===== config.mk =====
export PLATFORM = sky130hd
export DESIGN_NAME = frg_ramp
export DESIGN_NICKNAME = d
export VERILOG_FILES = /design/src/logic/frg_pkg.sv /design/src/logic/frg_div.sv /design/src/logic/frg_ramp.sv
export SDC_FILE = /design/constraint.sdc
export NUM_CORES = 2
export LEC_CHECK = 0
export BUFFER_PORTS_ARGS = -buffer_cell sky130_fd_sc_hd__buf_2
export CORE_MARGIN = 2
export CORE_UTILIZATION = 40
export CTS_CLUSTER_SIZE = 28
export DETAILED_ROUTE_END_ITERATION = 10
export PLACE_DENSITY_LB_ADDON = 0.15
export SYNTH_ARGS = -nofsm -noshare
export SYNTH_HDL_FRONTEND = slang
export SYNTH_SLANG_ARGS = --single-unit

===== constraint.sdc =====
create_clock -name clk_i -period 16.8 [get_ports clk_i]
set_input_delay 3.36 -clock clk_i [delete_from_list [all_inputs] [get_ports clk_i]]
set_output_delay 3.36 -clock clk_i [all_outputs]
set_load 0.05 [all_outputs]

===== src/logic/frg_pkg.sv =====
// Constants shared by the frequency ramp generator and its port checker.
package frg_pkg;
    localparam int unsigned CLK_PERIOD_NS   = 10;
    localparam int unsigned TICK_PERIOD_US  = 1000;
    localparam int unsigned TICK_CYCLES     = TICK_PERIOD_US * 1000 / CLK_PERIOD_NS;

    localparam int unsigned RAW_W   = 16;
    localparam int unsigned MS_W    = 24;
    localparam int unsigned FRAC_W  = 16;
    localparam int unsigned ACC_W   = RAW_W + FRAC_W;
    localparam int unsigned SEL_W   = 5;
    localparam int unsigned NUM_SETS = 4;

    localparam logic [SEL_W-1:0] SEL_TIME0    = 5'h00;
    localparam logic [SEL_W-1:0] SEL_TIME_END = 5'h07;
    localparam logic [SEL_W-1:0] SEL_FS_TIME  = 5'h08;
    localparam logic [SEL_W-1:0] SEL_UNIT     = 5'h09;
    localparam logic [SEL_W-1:0] SEL_SW_FREQ  = 5'h0a;
    localparam logic [SEL_W-1:0] SEL_RATE     = 5'h0b;
    localparam logic [SEL_W-1:0] SEL_SC0      = 5'h0c;
    localparam logic [SEL_W-1:0] SEL_SC_END   = 5'h0f;
    localparam logic [SEL_W-1:0] SEL_MAX_FREQ = 5'h10;

    localparam logic [RAW_W-1:0] TIME_RAW_MAX    = 16'hea60;
    localparam logic [RAW_W-1:0] TIME_UNIT0_LIM  = 16'h1771;
    localparam logic [RAW_W-1:0] FREQ_RAW_MAX    = 16'h0fa0;
    localparam logic [RAW_W-1:0] SC_RAW_MAX      = 16'h03e8;

    localparam logic [RAW_W-1:0] TIME_DEFAULT    = 16'h0064;
    localparam logic             UNIT_DEFAULT    = 1'b1;
    localparam logic [RAW_W-1:0] FREQ_OFF        = 16'h0000;
    localparam logic [RAW_W-1:0] SC_ACC_END_DEF  = 16'h0014;
    localparam logic [RAW_W-1:0] SC_DEC_STA_DEF  = 16'h0014;
    localparam logic [RAW_W-1:0] SC_DEC_END_DEF  = 16'h0000;

    localparam logic [6:0] MS_PER_TENTH     = 7'h64;
    localparam logic [6:0] MS_PER_HUNDREDTH = 7'h0a;
    localparam logic [3:0] MS_PER_SC_HALF   = 4'h5;

    localparam logic [1:0] SET_AUTO_LOW = 2'h3;
    localparam logic [1:0] SET_DEFAULT  = 2'h0;
endpackage : frg_pkg


===== src/logic/frg_div.sv =====
// Iterative restoring divider used to turn a ramp time into a per-tick increment.
`timescale 1ns/1ps
module frg_div #(
    parameter int unsigned NUM_W = 32,
    parameter int unsigned DEN_W = 24
) (
    // Clock and reset
    input  wire logic             clk_i,
    input  wire logic             sys_rst_i,
    // Request
    input  wire logic             start_i,
    input  wire logic [NUM_W-1:0] num_i,
    input  wire logic [DEN_W-1:0] den_i,
    // Answer
    output logic                  busy_o,
    output logic                  done_o,
    output logic [NUM_W-1:0]      quo_o
);
    localparam int unsigned CNT_W = $clog2(NUM_W + 1);

    logic [DEN_W:0]   rem_q;
    logic [NUM_W-1:0] num_q;
    logic [DEN_W-1:0] den_q;
    logic [CNT_W-1:0] cnt_q;
    logic [DEN_W:0]   rem_sh;

    assign rem_sh = {rem_q[DEN_W-1:0], num_q[NUM_W-1]};

    always_ff @(posedge clk_i) begin
        if (sys_rst_i) begin
            rem_q  <= '0;
            num_q  <= '0;
            den_q  <= '0;
            cnt_q  <= '0;
            busy_o <= 1'b0;
            done_o <= 1'b0;
            quo_o  <= '0;
        end else begin
            done_o <= 1'b0;
            if (!busy_o && start_i) begin
                rem_q  <= '0;
                num_q  <= num_i;
                den_q  <= den_i;
                cnt_q  <= CNT_W'(NUM_W);
                busy_o <= 1'b1;
            end else if (busy_o) begin
                if (rem_sh >= {1'b0, den_q}) begin
                    rem_q <= rem_sh - {1'b0, den_q};
                    num_q <= {num_q[NUM_W-2:0], 1'b1};
                end else begin
                    rem_q <= rem_sh;
                    num_q <= {num_q[NUM_W-2:0], 1'b0};
                end
                cnt_q <= cnt_q - 1'b1;
                if (cnt_q == CNT_W'(1)) begin
                    busy_o <= 1'b0;
                    done_o <= 1'b1;
                    // A zero divisor yields all ones, so the ramp jumps at once.
                    quo_o  <= (den_q == '0) ? '1 :
                              ((rem_sh >= {1'b0, den_q}) ? {num_q[NUM_W-2:0], 1'b1}
                                                        : {num_q[NUM_W-2:0], 1'b0});
                end
            end
        end
    end
endmodule : frg_div


===== src/logic/frg_ramp.sv =====
// Frequency reference ramp generator with fast-stop, time units and S-curve lengthening.
// Summary of operation
// - A normally-open or normally-closed fast-stop input pulse is latched and starts fast-stop.
// - A signalled fault also starts fast-stop deceleration with the fast-stop time.
// - After fast-stop, restart waits for zero speed, cleared request and run re-applied.
// - The fast-stop status output is high for as long as fast-stop is active.
// - Fast-stop time is its own setting, default ten seconds, used only for fast-stop.
// - One time-unit setting scales every accel, decel and fast-stop time.
// - Unit 0 means hundredths of a second, up to six hundred seconds.
// - Unit 1, the default, means tenths of a second, up to six thousand seconds.
// - Writing unit 0 is refused while any time holds 600.1 seconds or more.
// - Switch frequency accepts zero to four hundred hertz; zero disables automatic switching.
// - With rate frequency zero, ramp times span zero to maximum output frequency.
// - With nonzero rate frequency, ramp times span zero to that rate frequency.
// - During rotational auto-tuning the slope uses maximum output frequency only.
// - Four S-curve times, zero to ten seconds, belong to accel and decel start and end; the slope stays linear.
// - S-curves lengthen each ramp by half the sum of its two rounding times.
// - Two select inputs pick one of four accel and decel time pairs.
// - Below the switch frequency set 4 is used; select inputs override this.
`timescale 1ns/1ps
module frg_ramp #(
    parameter int unsigned   TICK_CYCLES  = frg_pkg::TICK_CYCLES,
    parameter logic [15:0]   MAX_FREQ_DEF = 16'h0258,
    parameter logic [15:0]   SC_ACC_STA_DEF = 16'h0000
) (
    // Clock and reset
    input  wire logic                        clk_i,
    input  wire logic                        sys_rst_i,
    // Setting writes
    input  wire logic                        cfg_wr_i,
    input  wire logic [frg_pkg::SEL_W-1:0]   cfg_sel_i,
    input  wire logic [frg_pkg::RAW_W-1:0]   cfg_data_i,
    output logic                             cfg_reject_o,
    // Drive input terminals
    input  wire logic                        run_pin_i,
    input  wire logic                        fast_stop_no_pin_i,
    input  wire logic                        fast_stop_nc_n_pin_i,
    input  wire logic [1:0]                  time_sel_pin_i,
    // Internal requests
    input  wire logic                        fault_stop_i,
    input  wire logic                        autotune_i,
    input  wire logic [frg_pkg::RAW_W-1:0]   target_freq_i,
    // Motor control stage and status
    output logic [frg_pkg::RAW_W-1:0]        freq_o,
    output logic                             fast_stop_active_o
);
    localparam int unsigned RAW_W = frg_pkg::RAW_W;
    localparam int unsigned MS_W  = frg_pkg::MS_W;
    localparam int unsigned ACC_W = frg_pkg::ACC_W;
    localparam int unsigned NPIN  = 5;

    typedef enum logic [1:0] {FRG_NORMAL, FRG_FSTOP, FRG_LOCK} frg_state_t;

    frg_state_t       state_q;
    logic [RAW_W-1:0] time_q [8];
    logic [RAW_W-1:0] sc_q [4];
    logic [RAW_W-1:0] fs_time_q, sw_q, rate_q, max_q;
    logic             unit_q;
    logic [NPIN-1:0]  pin_raw, pin_q;
    logic [2:0]       sync_q [NPIN];
    logic             fs_req_q, run_off_seen_q, tick_q;
    logic [31:0]      tick_cnt_q;
    logic [ACC_W-1:0] acc_q, inc_q, tgt, quo;
    logic             reject, any_long, fs_trig, fs_level, div_busy, div_done, inc_ok;
    logic [1:0]       set_idx;
    logic [RAW_W-1:0] base_raw, sa, sb, ref_freq;
    logic [MS_W-1:0]  total_ms;
    logic [MS_W-1:0]  den_q, inc_den_q;
    logic [RAW_W-1:0] ref_q, inc_ref_q;

    assign pin_raw = {time_sel_pin_i, fast_stop_nc_n_pin_i, fast_stop_no_pin_i, run_pin_i};

    // Each pin passes three flops; a change is taken once the last two agree.
    for (genvar i = 0; i < NPIN; i++) begin : g_sync
        always_ff @(posedge clk_i) begin
            if (sys_rst_i) begin
                sync_q[i] <= (i == 2) ? 3'h7 : 3'h0;
                pin_q[i]  <= (i == 2) ? 1'b1 : 1'b0;
            end else begin
                sync_q[i] <= {sync_q[i][1:0], pin_raw[i]};
                if (sync_q[i][1] == sync_q[i][2]) begin
                    pin_q[i] <= sync_q[i][2];
                end
            end
        end
    end

    always_comb begin
        any_long = (fs_time_q >= frg_pkg::TIME_UNIT0_LIM);
        for (int k = 0; k < 8; k++) begin
            if (time_q[k] >= frg_pkg::TIME_UNIT0_LIM) begin
                any_long = 1'b1;
            end
        end
    end

    always_comb begin
        reject = 1'b0;
        if (cfg_sel_i <= frg_pkg::SEL_TIME_END || cfg_sel_i == frg_pkg::SEL_FS_TIME) begin
            reject = (cfg_data_i > frg_pkg::TIME_RAW_MAX);
        end else if (cfg_sel_i == frg_pkg::SEL_UNIT) begin
            reject = (cfg_data_i > RAW_W'(1)) || (cfg_data_i == '0 && unit_q && any_long);
        end else if (cfg_sel_i == frg_pkg::SEL_SW_FREQ || cfg_sel_i == frg_pkg::SEL_RATE
                     || cfg_sel_i == frg_pkg::SEL_MAX_FREQ) begin
            reject = (cfg_data_i > frg_pkg::FREQ_RAW_MAX);
        end else if (cfg_sel_i >= frg_pkg::SEL_SC0 && cfg_sel_i <= frg_pkg::SEL_SC_END) begin
            reject = (cfg_data_i > frg_pkg::SC_RAW_MAX);
        end else begin
            reject = 1'b1;
        end
    end

    always_ff @(posedge clk_i) begin
        if (sys_rst_i) begin
            for (int k = 0; k < 8; k++) begin
                time_q[k] <= frg_pkg::TIME_DEFAULT;
            end
            fs_time_q    <= frg_pkg::TIME_DEFAULT;
            unit_q       <= frg_pkg::UNIT_DEFAULT;
            sw_q         <= frg_pkg::FREQ_OFF;
            rate_q       <= frg_pkg::FREQ_OFF;
            max_q        <= MAX_FREQ_DEF;
            sc_q[0]      <= SC_ACC_STA_DEF;
            sc_q[1]      <= frg_pkg::SC_ACC_END_DEF;
            sc_q[2]      <= frg_pkg::SC_DEC_STA_DEF;
            sc_q[3]      <= frg_pkg::SC_DEC_END_DEF;
            cfg_reject_o <= 1'b0;
        end else begin
            cfg_reject_o <= cfg_wr_i && reject;
            if (cfg_wr_i && !reject) begin
                if (cfg_sel_i <= frg_pkg::SEL_TIME_END) begin
                    time_q[cfg_sel_i[2:0]] <= cfg_data_i;
                end else if (cfg_sel_i == frg_pkg::SEL_FS_TIME) begin
                    fs_time_q <= cfg_data_i;
                end else if (cfg_sel_i == frg_pkg::SEL_UNIT) begin
                    unit_q <= cfg_data_i[0];
                end else if (cfg_sel_i == frg_pkg::SEL_SW_FREQ) begin
                    sw_q <= cfg_data_i;
                end else if (cfg_sel_i == frg_pkg::SEL_RATE) begin
                    rate_q <= cfg_data_i;
                end else if (cfg_sel_i == frg_pkg::SEL_MAX_FREQ) begin
                    max_q <= cfg_data_i;
                end else begin
                    sc_q[cfg_sel_i[1:0]] <= cfg_data_i;
                end
            end
        end
    end

    assign fs_level = pin_q[1] || !pin_q[2] || fault_stop_i;
    assign fs_trig  = fs_level && state_q == FRG_NORMAL;

    always_ff @(posedge clk_i) begin
        if (sys_rst_i) begin
            state_q        <= FRG_NORMAL;
            fs_req_q       <= 1'b0;
            run_off_seen_q <= 1'b0;
        end else begin
            case (state_q)
                FRG_NORMAL: begin
                    if (fs_trig) begin
                        state_q  <= FRG_FSTOP;
                        fs_req_q <= 1'b1;
                    end
                end
                FRG_FSTOP: begin
                    if (acc_q == '0) begin
                        state_q        <= FRG_LOCK;
                        run_off_seen_q <= 1'b0;
                    end
                end
                default: begin
                    if (!pin_q[0]) begin
                        run_off_seen_q <= 1'b1;
                    end
                    if (!fs_level && run_off_seen_q && pin_q[0]) begin
                        state_q  <= FRG_NORMAL;
                        fs_req_q <= 1'b0;
                    end
                end
            endcase
        end
    end

    always_ff @(posedge clk_i) begin
        if (sys_rst_i) begin
            fast_stop_active_o <= 1'b0;
        end else begin
            fast_stop_active_o <= fs_req_q || fs_trig;
        end
    end

    always_comb begin
        if (pin_q[4:3] != 2'h0) begin
            set_idx = pin_q[4:3];
        end else if (sw_q != frg_pkg::FREQ_OFF && acc_q[ACC_W-1 -: RAW_W] < sw_q) begin
            set_idx = frg_pkg::SET_AUTO_LOW;
        end else begin
            set_idx = frg_pkg::SET_DEFAULT;
        end
    end

    assign tgt = (state_q == FRG_NORMAL && pin_q[0]) ? {target_freq_i, 16'h0000} : '0;

    always_comb begin
        if (state_q != FRG_NORMAL) begin
            base_raw = fs_time_q;
            sa       = sc_q[2];
            sb       = sc_q[3];
        end else if (tgt > acc_q) begin
            base_raw = time_q[{set_idx, 1'b0}];
            sa       = sc_q[0];
            sb       = sc_q[1];
        end else begin
            base_raw = time_q[{set_idx, 1'b1}];
            sa       = sc_q[2];
            sb       = sc_q[3];
        end
        total_ms = MS_W'(base_raw)
                 * MS_W'(unit_q ? frg_pkg::MS_PER_TENTH : frg_pkg::MS_PER_HUNDREDTH)
                 + (MS_W'(sa) + MS_W'(sb)) * MS_W'(frg_pkg::MS_PER_SC_HALF);
    end

    assign ref_freq = (rate_q != frg_pkg::FREQ_OFF && !autotune_i) ? rate_q : max_q;

    frg_div #(
        .NUM_W (ACC_W),
        .DEN_W (MS_W)
    ) u_div (
        .clk_i     (clk_i),
        .sys_rst_i (sys_rst_i),
        .start_i   (1'b1),
        .num_i     ({ref_freq, 16'h0000}),
        .den_i     (total_ms),
        .busy_o    (div_busy),
        .done_o    (div_done),
        .quo_o     (quo)
    );

    always_ff @(posedge clk_i) begin
        if (sys_rst_i) begin
            tick_cnt_q <= '0;
            tick_q     <= 1'b0;
            inc_q      <= '0;
            den_q      <= '0;
            ref_q      <= '0;
            inc_den_q  <= '0;
            inc_ref_q  <= '0;
        end else begin
            tick_q     <= (tick_cnt_q == TICK_CYCLES - 1);
            tick_cnt_q <= (tick_cnt_q == TICK_CYCLES - 1) ? '0 : tick_cnt_q + 1'b1;
            // The divider takes a new operand pair on every edge at which it is idle.
            if (!div_busy) begin
                den_q <= total_ms;
                ref_q <= ref_freq;
            end
            if (div_done && !div_busy) begin
                inc_q     <= quo;
                inc_den_q <= den_q;
                inc_ref_q <= ref_q;
            end
        end
    end

    // A step waits while the increment still belongs to older settings.
    assign inc_ok = (inc_den_q == total_ms) && (inc_ref_q == ref_freq);

    always_ff @(posedge clk_i) begin
        if (sys_rst_i) begin
            acc_q  <= '0;
            freq_o <= '0;
        end else begin
            if (tick_q && inc_ok) begin
                if (tgt > acc_q) begin
                    acc_q <= (tgt - acc_q <= inc_q) ? tgt : acc_q + inc_q;
                end else if (acc_q > tgt) begin
                    acc_q <= (acc_q - tgt <= inc_q) ? tgt : acc_q - inc_q;
                end
            end
            freq_o <= acc_q[ACC_W-1 -: RAW_W];
        end
    end
endmodule : frg_ramp


==> impl_metrics.yaml <==
outcome:
  status: "complete, no violations"
critical_path:
  worstPathArrival_ns: 15.56
  r2r_cells: 44
  startpoint_type: "input port"
  worst_path_max_delay_cell: "o311ai_0"
  cp-end-kind: "flop"
  path_max_fanout: 51
  critical_path_class: "in2reg"
  max_stage_delay_ns: 0.79
  critPathRequiredTime_ns: 17.31
  crit_path_frequent_cell: "ha_1"
power_and_ir_drop:
  max-vdd-ir-drop_v: 0.000269
  powerDensity_nw_per_um2: 175
  leakage_nw: 16.3
timing:
  fin_crit_sh_pct: 89.6
  grt_setup_unrepaired: "no"
  setup_tns_ns: 0
  slew_violations: 0
  setup_ws_ns: 1.75
  fin_hold_ws_ns: 0.406
  skew_ns: 0.0353
  maxSlewHeadroom_pct: 23.0
  setup_viol: 0
  layout_min_cycle_time_ns: 15.05
  hold_violations: 0
  worst_slew_pin_slew_ns: 1.16
  fmax_mhz: 66.4
synth:
  yosys-top-cells-count: "380 x dfxtp_1, 312 x nor2_1, 306 x nand2_1, 299 x ha_1, 297 x a21oi_1"
  synthArstFlopShare_pct: 0
  yosys.cell_count.top_type: "dfxtp_1"
  yosysTopAreaCell: "dfxtp_1"
  ys_seq_elements: 572
  synth_ff_type: "dfxtp_1"
  syn_area_sq_um: 37100
  synthCells: 4059
  synth_edf_count: 192
  yosys.area.top_type_share_pct: 20.5
  yosys-top-cells-area: "dfxtp_1 21%, edfxtp_1 16%, ha_1 10%"
  ys_warn_count: 0
  seq_area_frac_synth_pct: 36.1
  syn_area_per_cell_sq_um: 9.14
  synth_cell_types: 106
clocking:
  clock_sinks: 572
  cts_tree: "built"
  root_buffer: "clkbuf_16"
  post-cts-setup-buffer-count: 0
  cts-resized-gates: 0
  postCtsHoldBufs: 0
  clk_latency_ns: 0.63
  clockBufferDepth: 3
  htreeDepth: 3
  cts.clk_slew.worst_paths_ns: 0.06
  numCtsBuffers: 69
global_routing:
  antenna_found_initial: 6
  overflow: 0
  grt_first_pass_wirelength_mm: 174
  grt_max_degree: 79
  first_global_vias: 29100
  grt_usage_pct: 23.6
placement:
  numPortBuffers: 64
  gp_congestion: 0.919
  post-place-ws_ns: 1.19
  place_hpwl_mm: 82.6
hold_path:
  hold_depth: 1
  min_path_type: "reg2reg"
layout:
  drive_gt1_share_pct: 9.75
  area_growth_pct: 10.1
  nets: 4426
route:
  num_vias: 29600
  vias_per_cell: 5.58
  wire_per_inst_um: 21.1
  drt-pass1-iter-count: 6
  wl_mm: 112
  drc: 0
  highest_layer: "met4"
  drt_iter0_markers: 1965
  postRouteAntennaNets: 0
  met1_length_mm: 50.3
  route.met2.wl_mm: 51.2
  routed-wl-met3_mm: 6.15
floorplanning:
  coreArea_sq_um: 91800
  die_area_sq_um: 95200
  die-height_um: 309
  num_io_pins: 65
  chipWidth_um: 309
  num_rows: 111
  start_util_pct: 40.4
flow_run:
  maxCapViolations: 0
## metal layers
metal  vias to the layer above  GRT usage [%]
met2                       744           38.6
met3                       215           3.66
met4                         0           9.30
li1                      14400              -
met1                     14200           31.4
met5                         -              0
## report_power, final
group,total (W),internal [W],switching (W)
logic,0.00404,0.00164,0.00240
clock network,0.00151,0.000889,0.000623
registers,0.00157,0.00151,0.0000559
total,0.00712,0.00405,0.00308
## kinds of logic after synthesis
group / share of synthesized area, %
buf+inv: 5.49
flops: 36.1
simple gates: 19.0
fa+ha+maj: 13.5
mux: 5.95
compound gates: 16.1
xor+xnor: 3.85
other cells: 0.0202
## placed cells by master, fill, tap and decap left out, types with 52 or more instances in the layout
master,count
xnor2_1,100
or3_1,59
buf_2,63
dfxtp_1,378
edfxtp_1,192
and3_1,65
nor3_1,92
buf_4,52
clkbuf_16,69
inv_1,273
nand3_1,93
a21oi_1,295
fa_1,63
o21ai_0,110
nor2_1,310
nand2_1,305
ha_1,299
and2_1,128
nor2b_1,60
mux2i_1,108
## path summary, 6_finish.rpt
check                   start            to  slack [ns]
max          target_freq_i[7]     acc_q[29]        1.75
min              sync_q[2][0]  sync_q[2][1]        0.41
max reg2reg        state_q[1]     acc_q[29]        3.57
min reg2reg      sync_q[2][0]  sync_q[2][1]        0.41
## per-stage QoR
step	instance area [sq um]	power, W	utilization, %	cells
CTS	40800	0.00717	44.5	5314
global placement	38600	0.00564	42.0	5189
finish	40800	0.00712	44.5	5316
global route	40800	0.00767	44.5	5314
detailed placement	38600	0.00563	42.0	5189
floorplan	37200	0.00464	-	4083
## flip-flops by register name (all words and copies together) (netlist names), 24 cells and up
name	flops
inc_q	32
sc_q	64
u_div.rem_q	24
u_div.quo_o	32
u_div.num_q	32
time_q	128
inc_den_q	24
tick_cnt_q	32
u_div.den_q	24
acc_q	32
## worst max-delay path, delay by kind of cell
family          cells  cell delay (ns)
simple gates        9             2.31
xor+xnor            2             0.50
mux                 1             0.36
compound gates     16             4.51
buf+inv             6             1.15
fa+ha+maj           8             3.34
## area by class of cell
cell class,count,area (sq um)
fillers,9055,51000
diodes,2,5.00
repair buffers,116,721
flip-flops and latches,572,13400
multi-input cells,2982,21900
well taps,1243,1560
inverters,276,1040
clock buffers,91,1890
clock inverters,34,370
Power figures use the tool's default switching activity.
